File: src/cpu_regs_pkg.sv
// Shared constants and carrier types of the processor register set
package cpu_regs_pkg;

   // ==========================================================
   // Widths
   localparam int WORD_W = 16;
   localparam int LONG_W = 20;
   localparam int BUS_W = 32;
   localparam int ADDR_W = 5;
   localparam int BANK_REGS = 7;
   localparam int BANKS = 2;
   localparam int STATUS_W = 11;
   localparam int IPL_W = 3;
   localparam int VEC_W = 6;

   // ==========================================================
   // Register indices on the access port
   localparam logic [ADDR_W-1:0] IDX_DATA0 = 5'h00;
   localparam logic [ADDR_W-1:0] IDX_DATA1 = 5'h01;
   localparam logic [ADDR_W-1:0] IDX_DATA2 = 5'h02;
   localparam logic [ADDR_W-1:0] IDX_DATA3 = 5'h03;
   localparam logic [ADDR_W-1:0] IDX_ADDR0 = 5'h04;
   localparam logic [ADDR_W-1:0] IDX_ADDR1 = 5'h05;
   localparam logic [ADDR_W-1:0] IDX_FRAME = 5'h06;
   localparam logic [ADDR_W-1:0] IDX_VTB = 5'h07;
   localparam logic [ADDR_W-1:0] IDX_IP = 5'h08;
   localparam logic [ADDR_W-1:0] IDX_USP = 5'h09;
   localparam logic [ADDR_W-1:0] IDX_ISP = 5'h0A;
   localparam logic [ADDR_W-1:0] IDX_SB = 5'h0B;
   localparam logic [ADDR_W-1:0] IDX_STATUS = 5'h0C;
   localparam logic [ADDR_W-1:0] IDX_D0_HI = 5'h0D;
   localparam logic [ADDR_W-1:0] IDX_D0_LO = 5'h0E;
   localparam logic [ADDR_W-1:0] IDX_D1_HI = 5'h0F;
   localparam logic [ADDR_W-1:0] IDX_D1_LO = 5'h10;
   localparam logic [ADDR_W-1:0] IDX_PAIR_LOW = 5'h11;
   localparam logic [ADDR_W-1:0] IDX_PAIR_HIGH = 5'h12;
   localparam logic [ADDR_W-1:0] IDX_ADDR_PAIR = 5'h13;
   localparam logic [ADDR_W-1:0] IDX_ACTIVE_SP = 5'h14;

   // ==========================================================
   // Status bit positions, internal and software view
   localparam int ST_C = 0;
   localparam int ST_D = 1;
   localparam int ST_Z = 2;
   localparam int ST_S = 3;
   localparam int ST_B = 4;
   localparam int ST_O = 5;
   localparam int ST_I = 6;
   localparam int ST_U = 7;
   localparam int ST_IPL_LSB = 8;
   localparam int VIEW_IPL_LSB = 12;
   localparam logic [VEC_W-1:0] SWI_U_MAX = 6'h1F;

   // ==========================================================
   // Reset values
   localparam logic [WORD_W-1:0] RST_WORD = 16'h0000;
   localparam logic [LONG_W-1:0] RST_LONG = 20'h00000;
   localparam logic [STATUS_W-1:0] RST_STATUS = 11'h000;

   // ==========================================================
   // Carriers
   typedef enum logic [1:0] {SZ_BYTE, SZ_WORD, SZ_LONG} op_size_t;

   typedef struct packed {
      logic upd;
      logic carry;
      logic overflow;
      op_size_t size;
      logic [BUS_W-1:0] result;
   } alu_flags_t;

   typedef struct packed {
      logic hw_accept;
      logic sw_exec;
      logic [VEC_W-1:0] sw_vector;
      logic [IPL_W-1:0] new_level;
   } int_accept_t;

   typedef struct packed {
      logic valid;
      logic [IPL_W-1:0] level;
   } irq_req_t;

   typedef struct packed {
      logic [LONG_W-1:0] ip;
      logic [LONG_W-1:0] vtb;
      logic [WORD_W-1:0] sb;
      logic [WORD_W-1:0] user_stack_pointer;
      logic [WORD_W-1:0] interrupt_stack_pointer;
   } core_view_t;

endpackage

File: src/status_word_unit.sv
// Status word with arithmetic flags, control bits and interrupt gate
`timescale 1ns/100ps
`default_nettype none
module status_word_unit
   import cpu_regs_pkg::*;
(
   // Clock and reset
   input wire logic clock,
   input wire logic reset_n,
   // Software write in register view
   input wire logic sw_wr,
   input wire logic [WORD_W-1:0] sw_data,
   // Execution and interrupt logic
   input wire alu_flags_t alu,
   input wire int_accept_t acc,
   input wire irq_req_t req,
   // State
   output logic [STATUS_W-1:0] status_r,
   output logic irq_ok_r
);

   logic [STATUS_W-1:0] status_nxt;
   logic res_zero;
   logic res_neg;

   // ==========================================================
   // Result tests by operand size
   always_comb
   begin
      case (alu.size)
         SZ_BYTE:
         begin
            res_zero = (alu.result[7:0] == 8'h00);
            res_neg = alu.result[7];
         end
         SZ_WORD:
         begin
            res_zero = (alu.result[15:0] == 16'h0000);
            res_neg = alu.result[15];
         end
         default:
         begin
            res_zero = (alu.result == 32'h00000000);
            res_neg = alu.result[31];
         end
      endcase
   end

   // ==========================================================
   // Update order: software, then arithmetic, then interrupt entry
   always_comb
   begin
      status_nxt = status_r;
      if (sw_wr)
      begin
         status_nxt[ST_U:ST_C] = sw_data[ST_U:ST_C];
         status_nxt[ST_IPL_LSB +: IPL_W] = sw_data[VIEW_IPL_LSB +: IPL_W];
      end
      if (alu.upd)
      begin
         status_nxt[ST_C] = alu.carry;
         status_nxt[ST_Z] = res_zero;
         status_nxt[ST_S] = res_neg;
         status_nxt[ST_O] = alu.overflow;
      end
      if (acc.hw_accept)
      begin
         status_nxt[ST_I] = 1'b0;
         status_nxt[ST_U] = 1'b0;
         status_nxt[ST_IPL_LSB +: IPL_W] = acc.new_level;
      end
      if (acc.sw_exec)
      begin
         status_nxt[ST_I] = 1'b0;
         if (acc.sw_vector <= SWI_U_MAX)
         begin
            status_nxt[ST_U] = 1'b0;
         end
      end
   end

   always_ff @(posedge clock)
   begin
      if (!reset_n)
         status_r <= RST_STATUS;
      else
         status_r <= status_nxt;
   end

   // Maskable request passes only above the current level
   always_ff @(posedge clock)
   begin
      if (!reset_n)
         irq_ok_r <= 1'b0;
      else
         irq_ok_r <= req.valid & status_r[ST_I]
            & (req.level > status_r[ST_IPL_LSB +: IPL_W]);
   end
endmodule
`default_nettype wire

File: src/cpu_register_set.sv
// Programmer-visible register set of the processor core
// What this block does
// - Thirteen registers; data, address and frame registers exist in two banks.
// - Data registers are 16 bits; first two also reachable as byte halves.
// - Data 2:0 and 3:1 pair into 32-bit registers, higher index upper.
// - Address registers are 16 bits; they pair into 32 bits, register 1 upper.
// - Frame base and static base are 16-bit relative addressing bases.
// - Vector table base is 20 bits and holds the vector table start.
// - Instruction pointer is 20 bits, address of next instruction.
// - Two 16-bit stack pointers; stack select 0 interrupt, 1 user.
// - Stack select clears on hardware interrupt or software vector 0 to 31.
// - Status word is 11 bits: arithmetic flags, control bits, priority level.
// - Carry captures carry, borrow or shifted-out bit of the ALU.
// - Zero flag is 1 for a zero result, else 0.
// - Sign flag is 1 for a negative result, else 0.
// - Overflow flag is 1 on overflow, else 0.
// - Bank select bit routes all banked accesses to bank 0 or 1.
// - Interrupt enable gates maskable interrupts; accepting one clears it.
// - Three-bit priority field; request enabled only when strictly above it.
// - Software writes 0 to reserved status bits; reads are undefined.
`timescale 1ns/100ps
`default_nettype none
module cpu_register_set
   import cpu_regs_pkg::*;
#(
   parameter int NUM_BANKS = BANKS,
   parameter int NUM_BANK_REGS = BANK_REGS
)
(
   // Clock and reset
   input wire logic clock,
   input wire logic reset_n,
   // Register access port
   input wire logic [ADDR_W-1:0] reg_addr,
   input wire logic [BUS_W-1:0] reg_wdata,
   input wire logic reg_wr,
   input wire logic reg_rd,
   output logic [BUS_W-1:0] reg_rdata,
   // Execution datapath and interrupt acceptance
   input wire alu_flags_t alu_flags,
   input wire int_accept_t int_accept,
   input wire irq_req_t irq_req,
   // Core state
   output logic [STATUS_W-1:0] status_word,
   output logic irq_allowed,
   output core_view_t core_view
);

   typedef struct packed {
      logic lo;
      logic hi;
      logic [WORD_W-1:0] val;
   } entry_wr_t;

   logic [WORD_W-1:0] bank_r [0:NUM_BANKS-1][0:NUM_BANK_REGS-1];
   logic [WORD_W-1:0] cur [0:NUM_BANK_REGS-1];
   entry_wr_t ent_wr [0:NUM_BANK_REGS-1];
   logic [LONG_W-1:0] vtb_r;
   logic [LONG_W-1:0] ip_r;
   logic [WORD_W-1:0] usp_r;
   logic [WORD_W-1:0] isp_r;
   logic [WORD_W-1:0] sb_r;
   logic [BUS_W-1:0] rdata_r;
   logic [BUS_W-1:0] read_nxt;
   logic [WORD_W-1:0] status_view;
   logic status_wr;
   logic bank_sel;
   logic user_sel;

   assign bank_sel = status_word[ST_B];
   assign user_sel = status_word[ST_U];
   assign status_wr = reg_wr && (reg_addr == IDX_STATUS);

   // ==========================================================
   // Write decode for one banked entry from every alias
   function automatic entry_wr_t entry_write(
      input int k,
      input logic [ADDR_W-1:0] a,
      input logic [BUS_W-1:0] d
   );
      entry_wr_t e;
      e = '{lo: 1'b0, hi: 1'b0, val: d[WORD_W-1:0]};
      if (a == ADDR_W'(k))
      begin
         e.lo = 1'b1;
         e.hi = 1'b1;
      end
      else
      begin
         case (a)
            IDX_D0_HI, IDX_D1_HI:
            begin
               e.hi = (k == 32'(a == IDX_D1_HI));
               e.val = {d[7:0], d[7:0]};
            end
            IDX_D0_LO, IDX_D1_LO:
            begin
               e.lo = (k == 32'(a == IDX_D1_LO));
            end
            IDX_PAIR_LOW:
            begin
               e.lo = (k == 0) || (k == 2);
               e.hi = e.lo;
               e.val = (k == 2) ? d[31:16] : d[15:0];
            end
            IDX_PAIR_HIGH:
            begin
               e.lo = (k == 1) || (k == 3);
               e.hi = e.lo;
               e.val = (k == 3) ? d[31:16] : d[15:0];
            end
            IDX_ADDR_PAIR:
            begin
               e.lo = (k == 4) || (k == 5);
               e.hi = e.lo;
               e.val = (k == 5) ? d[31:16] : d[15:0];
            end
            default:
            begin
               e.lo = 1'b0;
            end
         endcase
      end
      return e;
   endfunction

   // ==========================================================
   // Banked data, address and frame registers
   generate
      for (genvar k = 0; k < NUM_BANK_REGS; k++)
      begin : g_entry
         always_comb
         begin
            ent_wr[k] = entry_write(k, reg_addr, reg_wdata);
            ent_wr[k].lo = ent_wr[k].lo & reg_wr;
            ent_wr[k].hi = ent_wr[k].hi & reg_wr;
         end

         // Current bank view used by reads
         assign cur[k] = bank_r[bank_sel][k];

         for (genvar b = 0; b < NUM_BANKS; b++)
         begin : g_bank
            always_ff @(posedge clock)
            begin
               if (!reset_n)
                  bank_r[b][k] <= RST_WORD;
               else if (32'(bank_sel) == b)
               begin
                  if (ent_wr[k].lo)
                     bank_r[b][k][7:0] <= ent_wr[k].val[7:0];
                  if (ent_wr[k].hi)
                     bank_r[b][k][15:8] <= ent_wr[k].val[15:8];
               end
            end
         end
      end
   endgenerate

   // ==========================================================
   // Single-copy registers
   always_ff @(posedge clock)
   begin
      if (!reset_n)
         vtb_r <= RST_LONG;
      else if (reg_wr && reg_addr == IDX_VTB)
         vtb_r <= reg_wdata[LONG_W-1:0];
   end

   always_ff @(posedge clock)
   begin
      if (!reset_n)
         ip_r <= RST_LONG;
      else if (reg_wr && reg_addr == IDX_IP)
         ip_r <= reg_wdata[LONG_W-1:0];
   end

   always_ff @(posedge clock)
   begin
      if (!reset_n)
         sb_r <= RST_WORD;
      else if (reg_wr && reg_addr == IDX_SB)
         sb_r <= reg_wdata[WORD_W-1:0];
   end

   // Stack pointers: direct names or the one that stack select picks
   always_ff @(posedge clock)
   begin
      if (!reset_n)
         usp_r <= RST_WORD;
      else if (reg_wr && (reg_addr == IDX_USP
               || (reg_addr == IDX_ACTIVE_SP && user_sel)))
         usp_r <= reg_wdata[WORD_W-1:0];
   end

   always_ff @(posedge clock)
   begin
      if (!reset_n)
         isp_r <= RST_WORD;
      else if (reg_wr && (reg_addr == IDX_ISP
               || (reg_addr == IDX_ACTIVE_SP && !user_sel)))
         isp_r <= reg_wdata[WORD_W-1:0];
   end

   // ==========================================================
   // Status word
   status_word_unit u_status
   (
      .clock(clock),
      .reset_n(reset_n),
      .sw_wr(status_wr),
      .sw_data(reg_wdata[WORD_W-1:0]),
      .alu(alu_flags),
      .acc(int_accept),
      .req(irq_req),
      .status_r(status_word),
      .irq_ok_r(irq_allowed)
   );

   // Reserved view bits read as zero
   always_comb
   begin
      status_view = '0;
      status_view[ST_U:ST_C] = status_word[ST_U:ST_C];
      status_view[VIEW_IPL_LSB +: IPL_W] = status_word[ST_IPL_LSB +: IPL_W];
   end

   // ==========================================================
   // Read path: data valid only in the cycle after the strobe
   always_comb
   begin
      read_nxt = '0;
      case (reg_addr)
         IDX_DATA0, IDX_DATA1, IDX_DATA2, IDX_DATA3,
         IDX_ADDR0, IDX_ADDR1, IDX_FRAME:
            read_nxt[WORD_W-1:0] = cur[reg_addr[2:0]];
         IDX_VTB:
            read_nxt[LONG_W-1:0] = vtb_r;
         IDX_IP:
            read_nxt[LONG_W-1:0] = ip_r;
         IDX_USP:
            read_nxt[WORD_W-1:0] = usp_r;
         IDX_ISP:
            read_nxt[WORD_W-1:0] = isp_r;
         IDX_SB:
            read_nxt[WORD_W-1:0] = sb_r;
         IDX_STATUS:
            read_nxt[WORD_W-1:0] = status_view;
         IDX_D0_HI:
            read_nxt[7:0] = cur[0][15:8];
         IDX_D0_LO:
            read_nxt[7:0] = cur[0][7:0];
         IDX_D1_HI:
            read_nxt[7:0] = cur[1][15:8];
         IDX_D1_LO:
            read_nxt[7:0] = cur[1][7:0];
         IDX_PAIR_LOW:
            read_nxt = {cur[2], cur[0]};
         IDX_PAIR_HIGH:
            read_nxt = {cur[3], cur[1]};
         IDX_ADDR_PAIR:
            read_nxt = {cur[5], cur[4]};
         IDX_ACTIVE_SP:
            read_nxt[WORD_W-1:0] = user_sel ? usp_r : isp_r;
         default:
            read_nxt = '0;
      endcase
   end

   always_ff @(posedge clock)
   begin
      if (!reset_n)
         rdata_r <= '0;
      else if (reg_rd)
         rdata_r <= read_nxt;
      else
         rdata_r <= '0;
   end

   assign reg_rdata = rdata_r;

   // Core state handed to the datapath
   always_comb
   begin
      core_view.ip = ip_r;
      core_view.vtb = vtb_r;
      core_view.sb = sb_r;
      core_view.user_stack_pointer = usp_r;
      core_view.interrupt_stack_pointer = isp_r;
   end
endmodule
`default_nettype wire

File: config.mk
export PLATFORM = sky130hd
export DESIGN_NAME = cpu_register_set
export DESIGN_NICKNAME = d
export VERILOG_FILES = /design/src/cpu_regs_pkg.sv /design/src/status_word_unit.sv /design/src/cpu_register_set.sv
export SDC_FILE = /design/constraint.sdc
export NUM_CORES = 1
export LEC_CHECK = 0
export ABC_AREA = 0
export BUFFER_PORTS_ARGS = -buffer_cell sky130_fd_sc_hd__buf_2
export CAP_MARGIN = 25
export CORE_ASPECT_RATIO = 1.75
export CORE_MARGIN = 2
export CORE_UTILIZATION = 45
export DETAILED_ROUTE_END_ITERATION = 12
export PLACE_DENSITY = 0.67
export SLEW_MARGIN = 0
export SYNTH_ARGS = -nofsm -noshare
export SYNTH_HDL_FRONTEND = slang
export SYNTH_SLANG_ARGS = --single-unit
export TNS_END_PERCENT = 20
File: constraint.sdc
create_clock -name clock -period 3.2 [get_ports clock]
set_input_delay 0.48 -clock clock [delete_from_list [all_inputs] [get_ports clock]]
set_output_delay 0.48 -clock clock [all_outputs]
set_load 0.01 [all_outputs]
==> results of run 1 <==
cell usage after synthesis, types with 6 or more instances:
cell type    n  share of area (%)
a211oi_1     9               0.37
a21boi_0    75                3.1
a21boi_1    16               0.66
a21oi_1     32               0.88
a21oi_2      7               0.34
a221o_1      8               0.44
a221oi_1    32                1.5
a221oi_2     8               0.66
a22oi_1     11               0.45
a41oi_1     13               0.63
and2_1      89                3.1
buf_2       34               0.94
buf_4       22               0.91
buf_6       18                1.1
clkbuf_1    56                1.2
dfxtp_1    133                 15
edfxtp_1   224                 37
inv_1        8               0.17
mux2_2      37                2.3
mux2i_1    107                5.9
mux4_2      38                4.7
nand2_1    217                4.5
nand2b_1     7               0.24
nand3_1     34               0.94
nand4_1      6               0.21
nor2_1     208                4.3
nor3_1       8               0.22
nor4_1       8               0.28
o211ai_1    16               0.66
o21ai_0     30               0.83
o22ai_1     25               0.86
o2bb2ai_1   14               0.67
worst max path at each step:
stage	start	end	slack [ps]	cells after the start
final	register	reg_rdata[1]$_SDFF_PN0_	590	5
after detailed placement	reg_addr[1]	reg_rdata[28]$_SDFF_PN0_	450	9
after global placement	reg_addr[1]	reg_rdata[1]$_SDFF_PN0_	420	7
after CTS	register	reg_rdata[5]$_SDFF_PN0_	680	6
after floorplan	reg_wr	bank_r[0][16]$_SDFFCE_PN0P_	160	5
after global routing	register	reg_rdata[1]$_SDFF_PN0_	480	6
state kept, by name, indices dropped and copies added, names as in the netlist, named ones only:
name,flops
usp_r,16
ip_r,20
u_status.irq_ok_r,1
reg_rdata,32
vtb_r,20
isp_r,16
u_status.status_r,11
bank_r,224
sb_r,16
routing by layer:
metal  vias to the layer above  wire length (microns)
met4                         0                   4410
met2                       777                  30400
met3                       197                   4500
li1                       6497                      -
met1                      7082                  21300
met5                         -                      0
power by group:
part	internal, W	switching, W	leakage [nW]
sequential	0.00502	0.0000730	3.34
clock	0.00226	0.00174	0.555
combinational	0.000334	0.000586	3.75
total	0.00762	0.00240	7.64
cells by family (layout without fill, tap and decap cells):
kind of cell / count (synthesis) / in the layout / share of synthesized area, %
and+or+nand+nor: 626 / 626 / 16.1
DFF: 357 / 357 / 51.6
AOI/OAI and AO/OA: 334 / 334 / 14.1
muxes: 185 / 185 / 13.1
buffers and inverters: 150 / 388 / 4.82
adders and majority gates: 3 / 3 / 0.206
xor gates and xnor gates: 1 / 1 / 0.0481
other: 0 / 1 / 0
metrics by stage:
stage | instances | area, sq um
finish | 2390 | 21000
global placement | 2332 | 19900
detailed placement | 2332 | 19900
global route | 2390 | 21000
CTS | 2389 | 21000
floorplan | 1656 | 18200
final cells by class:
class                           instances  share of cell area, %
Multi-Input combinational cell       1149                   37.8
Tap cell                              495                   2.95
Inverter                               10                  0.191
Clock inverter                         11                  0.424
Clock buffer                           46                   4.80
Sequential cell                       357                   44.8
Timing Repair Buffer                  321                   9.01
Antenna cell                            1                 0.0119
==> run summary, run 1 <==
The run finished with clean final reports. Yosys mapped a number of flops with a built-in enable equal to 224. The critical path data required time is 3650 ps. The floorplan has 97 rows.

In this run, synthesis produced a sequential element count of 357. The startpoint-to-endpoint class of the critical path was reg -> reg. In this run the count of I/O pins placed on the die edge is 225.

For hold timing, the worst endpoint is u_status.status_r[6]$_SDFFE_PP0P_. Number of distinct library cell variants in the gate-level netlist after synthesis: 91. Final hold analysis gives a worst-case slack of 74.7 ps.

The startpoint identified for the worst hold timing path is int_accept[9]. In this run the power density over the cells is 478 mW/mm^2. For the global route total overflow, the log shows 0. The via count of the first global-routing pass came out at 14400. The tools report the number of antenna violations at the first check in global routing as 1. The via density per instance is 6.09, and the clock latency reported for the late side of the worst-skew pair is 580 ps.

Routing layer with the top usage in global route: met2. Walking the worst path, the cells encountered are mux2i_1 -> o22ai_1 -> a2111oi_0 -> buf_4 -> a41oi_1. The flip-flop and latch area was 0.00939 sq mm.

Among cell families on the critical path, the largest total delay comes from compound AO/OA/AOI/OAI gates. Across the run, the number of max-cap violations was 0. Entering global routing, the biggest net connects 58 pins. The max-slew violation total from the final report is 0, and the number of hold-slack violations in the final timing report is 0.

The logs give 89700 microns for the wire length of the first global-routing pass and 3050 ps for the signal arrival time at the worst endpoint. The initial cell density of the core was 45.6%. The buffering stage count on the worst path with inverters included is 1. The detailed-router iteration count before antenna repair is 5, and the worst setup slack before clock tree synthesis is 450 ps.

Of the available clock period, the critical path in the final layout requires 81.5%. Most frequent standard cell in the layout excluding fill and tap cells: edfxtp_1. The share of final-layout standard cells stronger than drive strength 1 works out to 26.1%. The worst hold path belongs to the class in -> reg. The post-CTS setup-driven buffer insertion count is 0. After detailed routing, the total wire length is 60700 microns. Clock skew on the completed layout was measured at 10.9 ps. For the final routed database, the setup TNS stands at 0 ps. The worst-margin pin slew is 902 ps. In the global route stage, met2 resource usage came out at 49.4%. The logs give 0.00793 sq mm for the area of combinational cells with multiple inputs and 357 for the clock sink total. Counting instances, the worst hold path has a depth of 2.

The count of buffers added on input and output ports is 219. The maximum ir drop on the vdd rail was 0.000397 V; the maximum level of the CTS H-tree was 1. After clock tree synthesis, the flow added hold-fix buffers numbering 0. The last weighted congestion value of the routability-driven placer was 0.933; the total power was 0.0100 W. Static power due to leakage: 7.64 nW.

Once routing completed, OpenROAD measured the worst setup slack at 591 ps. The signed area change from the synthesized netlist to the final layout is 15.3%. For the area of the core region, the log shows 0.0399 sq mm.

STA classifies the critical path endpoint as a register. Timing would allow up to 383 MHz. The post-route minimum period works out to 2610 ps. The overall fraction of global-route tracks in use was 28.4%; the synthesized area per cell was 11.0 sq um.

In the layout the commonest cells are 224 x edfxtp_1, 218 x buf_2, 217 x nand2_1. The total CTS buffers was 31. The floorplan step defined a die boundary enclosing 0.0421 sq mm.

For the total standard cell area after synthesis, the log shows 0.0182 sq mm. The cell with the biggest individual delay on the critical path is mux2i_1. After detailed routing, the average wire length per cell comes to 25.4 microns. In this run the worst path has a maximum fanout of 17. The tools report the endpoint of the lowest-slack register-to-register path as reg_rdata[1]$_SDFF_PN0_. The routed layout has 14600 vias. The worst setup path is launched from a register. Register clock-pin slew on the reported worst setup and hold paths: 70 ps. Die boundary width: 156 microns. In this run the remaining antenna-violating nets after routing total 0.

Setup repair after global routing left no endpoint under its margin. Setup slack on the worst reg-to-reg path comes out at 590 ps. For this run, global-route usage on met1 was measured as 32.4%. At the end of the flow, the number of nets in the layout was 1966. Cells fill 52.5% of the core in the end. The longest clock path from root to sink contains 3 buffers.

The die is 270 microns tall. The fill cell total of the finished layout was 3521; the number of resized instances in the post-cts repair step was 0. The tools report the max-slew headroom at the worst pin as 38.2%.

Counting every instance in the synthesized netlist gives 1656. For this run, design rule violations remaining after detail routing come to 0. The largest single stage delay on the critical path is 810 ps.

The half-perimeter wire length after placement was 46500 microns. Share of async-settable or async-resettable flops after synthesis: 0%. Most common flop cell mapped by yosys: edfxtp_1.

TritonCTS built the clock tree. The logs give 1752 for the number of nets in the synthesized netlist and 1332 for the count of routing violations after the opening detailed-route iteration. The root buffer cell is clkbuf_16. Setup violations remaining at the end of the flow were counted as 0. Summing the sequential cell areas from Yosys gives 51.6% of the chip area. The worst reg2reg path depth is 5, and the met3 track demand over resource in global routing is 3.59%. During synthesis, Yosys emitted a total of 0 warnings.
Power figures use the tool's default switching activity.
==> inputs of run 2 (changes only) <==
Settings changed: ABC_AREA 0 to 1.
Clock period 3.2 ns to 2.2 ns, I/O delays scaled along.
==> run summary, run 2 <==
The detail-routed net length per standard cell was 24.0 microns (-5.6%). STA classifies the critical path endpoint as a register. The via count came out at 17100 (+18%). The most common flop cell mapped by yosys is edfxtp_1. The number of antenna diodes is 0 (-1), and the number of rows created at floorplan is 97 (unchanged). Class of the most critical hold timing path: in -> reg.

The number of synthesized flops with an enable pin is 224 (unchanged). The startpoint kind of the worst setup timing path is a register. The die boundary width is 156 microns (-0.12%). The most frequent standard cell in the layout excluding fill and tap cells is nand2_1. The number of endpoints failing setup at the final stage is 0 (unchanged), and the synthesized netlist cell count is 2273 (+37%).

The switching share of power was 26.0% (+2.1 points); the via count of the first global-routing pass was 16300 (+13%). The power per unit of standard cell area came out at 683 mW/mm^2 (+43%). The share of async-settable or async-resettable flops after synthesis came out at 0% (unchanged). The cts-stage hold buffer count came out at 0 (unchanged). The most common cell in the synthesized netlist is nand2_1. The logs give 2660 ps (-990 ps) for the critical path data required time and 39.2% (-0.7 points) for the clock share of power.

The remaining routing DRC violations came out at 0 (unchanged). The final net count was 2601 (+32%); the via density per instance was 5.67 (-6.8%). The number of distinct library cell variants in the gate-level netlist after synthesis is 45 (-51%). The commonest cells after synthesis are 591 x nand2_1, 368 x nor2_1, 224 x edfxtp_1, 193 x o21ai_0, 156 x nand3_1. The run gives 21.4 ps (+10.5 ps) as the largest clock skew in the final design. The run gives 0 (unchanged) as the global route total overflow. Ranked by flip-flop count, first place goes to bank_r. The top fanout value on the critical path came out at 14 (-3). The run finished with clean final reports. The tools report the die area as 0.0420 sq mm (-0.25%). The register clock-pin slew on the reported worst setup and hold paths works out to 70 ps (about the same). The warning count from the yosys run is 0 (unchanged), and the signal arrival time at the worst endpoint is 2550 ps (-500 ps).

For the static power due to leakage, the log shows 9.51 nW (+24%). The count of antenna-violating nets left after detailed routing is 0 (unchanged), and the flip-flop and latch count after synthesis is 357 (unchanged). The max-slew headroom at the worst pin is 37.6% (-0.59 points). The logs give 0.0108 W (+42%) for the internal power consumption and 0.00379 W (+58%) for the switching power summed over all nets. Number of hold-slack violations in the final timing report: 0 (unchanged). The logs give 55 (-5.2%) for the largest net degree at the start of global routing and 6 (+1) for the detailed-router iteration count before antenna repair. In this run the most critical hold path is launched from int_accept[9]. The overall fraction of global-route tracks in use is 33.8% (+5.4 points).

TritonCTS built the clock tree. The tools report the buffer depth of the longest clock path as 3 (unchanged). The run gives 1478 (+11%) as the count of routing violations after the opening detailed-route iteration. The tools report the total power as 0.0146 W (+46%).

Die boundary height: 270 microns (-0.13%). The tools report the number of nets in the synthesized netlist as 2369 (+35%). Clock sink total: 357 (unchanged). The delay of the slowest cell on the worst path was 370 ps (-440 ps); the maximum ir drop on the vdd rail was 0.000641 V (+61%). The signal on the critical path passes through inv_2 -> buf_4 -> nand2_1 -> nand2_1 -> o21ai_0 -> o21ai_0 -> nand3_1 -> a21oi_1.

The total wirelength of the detailed-routed design is 72400 microns (+19%), and the part of the Yosys area used for sequential elements is 51.7% (+0.14 points). The maximum level of the CTS H-tree is 2 (+1). The I/O pin count came out at 225 (unchanged). The number of flip-flops under the largest register name was 224 (unchanged); the total CTS buffers was 34 (+9.7%). Cell with the biggest individual delay on the critical path: dfxtp_4.

The wire length of the first global-routing pass is 104000 microns (+16%), and the signed area change from the synthesized netlist to the final layout is 17.8%. The tools report the total standard cell area after synthesis as 0.0181 sq mm (-0.26%). The total negative setup slack came out at 0 ps (unchanged).

The worst-margin pin slew is 927 ps (+24.9 ps). The area share of the largest cell type after synthesis works out to 37.1% (+0.097 points). Setup repair after global routing left no endpoint under its margin. Half-perimeter wire length after placement: 55700 microns (+20%). Initial cell density of the core: 45.5% (-0.12 points).

The largest area contributor in the synthesized netlist was edfxtp_1. Leaving out fill and tap cells, the most frequent cells in the layout are 591 x nand2_1, 368 x nor2_1, 224 x edfxtp_1. The max capacitance violation total was 0 (unchanged); the achievable frequency was 480 MHz (+25%). The count of input and output buffers was 219 (unchanged); the combinational power share was 10.5% (+1.3 points). The synthesized area per cell is 7.98 sq um (-27%). The post-route minimum period was 2080 ps (-524 ps); the last weighted congestion value of the routability-driven placer was 1.02 (+9.5%). For the area of the core region, the log shows 0.0399 sq mm (unchanged). By area the synthesized netlist is led by edfxtp_1 37%, dfxtp_1 15%, nand2_1 12%.

The critical path is of the reg -> reg type. CTS placed an instance of clkbuf_16 at the clock tree root. Clock latency reported for the late side of the worst-skew pair: 540 ps (-40 ps). The final clock period utilization by the worst path was 94.8% (+13 points). The max-slew violation total from the final report is 0 (unchanged). The number of antenna violations at the first check in global routing was 2 (+1); the share of final-layout standard cells stronger than drive strength 1 was 18.6% (-7.5 points). The sequential share of power came out at 50.3% (-0.6 points).
==> run 2: cell count changes after synthesis, moves of 23 or more <==
cell,previous run,this run
nand2_1,217,591
o21ai_0,30,193
nor2_1,208,368
a21oi_1,32,155
nand3_1,34,156
inv_1,8,125
mux2i_1,107,0
and2_1,89,5
a21boi_0,75,1
mux4_2,38,0
mux2_2,37,0
a221oi_1,32,0
o21ai_1,4,27
==> run 2: worst max-delay path: cells and delay by family, from the launching register on <==
kind,cells,cell delay (ps)
compound gates,3,610
simple gates,3,560
buf+inv,2,460
flops,1,370
==> run 2: stage by stage <==
step                area, sq um  instances  hold slack (ps)  worst slack [ps]  util, %
CTS                       21400       3022             47.9              92.3     53.5
global placement          20300       2964              450              50.9     50.9
global route              21400       3022             80.3              89.5     53.5
floorplan                 18200       2273              480             -82.8        -
finish                    21400       3022             54.9               115     53.5
detailed placement        20300       2964              462              50.6     50.9
==> run 2: logic make-up (layout without fill, tap and decap cells) <==
family / after synthesis / after routing / share of synthesized area [%]
flip-flops: 357 / 357 / 51.7
adder cells (fa/ha/maj): 3 / 3 / 0.207
buffers and inverters: 287 / 541 / 6.83
AND/OR/NAND/NOR: 1214 / 1214 / 29.3
AO/OA/AOI/OAI: 412 / 412 / 11.9
==> run 2: layout make-up <==
type                    count  area, sq um
clock buffers              44          960
well taps                 495          619
fillers                  3800        18600
clock inverters            14         87.6
flip-flops and latches    357         9390
multi-input cells        1629         7540
repair buffers            335         2220
inverters                 148          558
==> run 2: path summary, 6_finish.rpt <==
kind	to	slack, ps	cells after the start
max	reg_rdata[15]$_SDFF_PN0_	120	8
min	u_status.status_r[6]$_SDFFE_PP0P_	50	4
max reg2reg	reg_rdata[15]$_SDFF_PN0_	120	8
min reg2reg	vtb_r[6]$_SDFFE_PN0P_	470	2
==> run 2: power by group through the flow <==
stage                     logic [W]  registers, W  clock network (W)
after floorplan            0.000764       0.00749                  0
final                       0.00153       0.00735            0.00572
after global placement      0.00148       0.00748                  0
after detailed placement    0.00149       0.00749                  0
after global routing        0.00161       0.00736            0.00599
after CTS                   0.00150       0.00735            0.00574
==> run 2: layer usage <==
layer  track usage (%)  routed length [microns]  up-vias
met4              24.8                     6420        4
met5                 0                       26        -
met3              5.09                     5890      249
met1              39.0                    25300     7966
li1                  -                        -     7992
met2              56.6                    34700      932
==> run 2: timing repair <==
item,CTS,global route
setup buffers,0,0
endpoints found under the setup margin,0,3
resized for setup,0,2
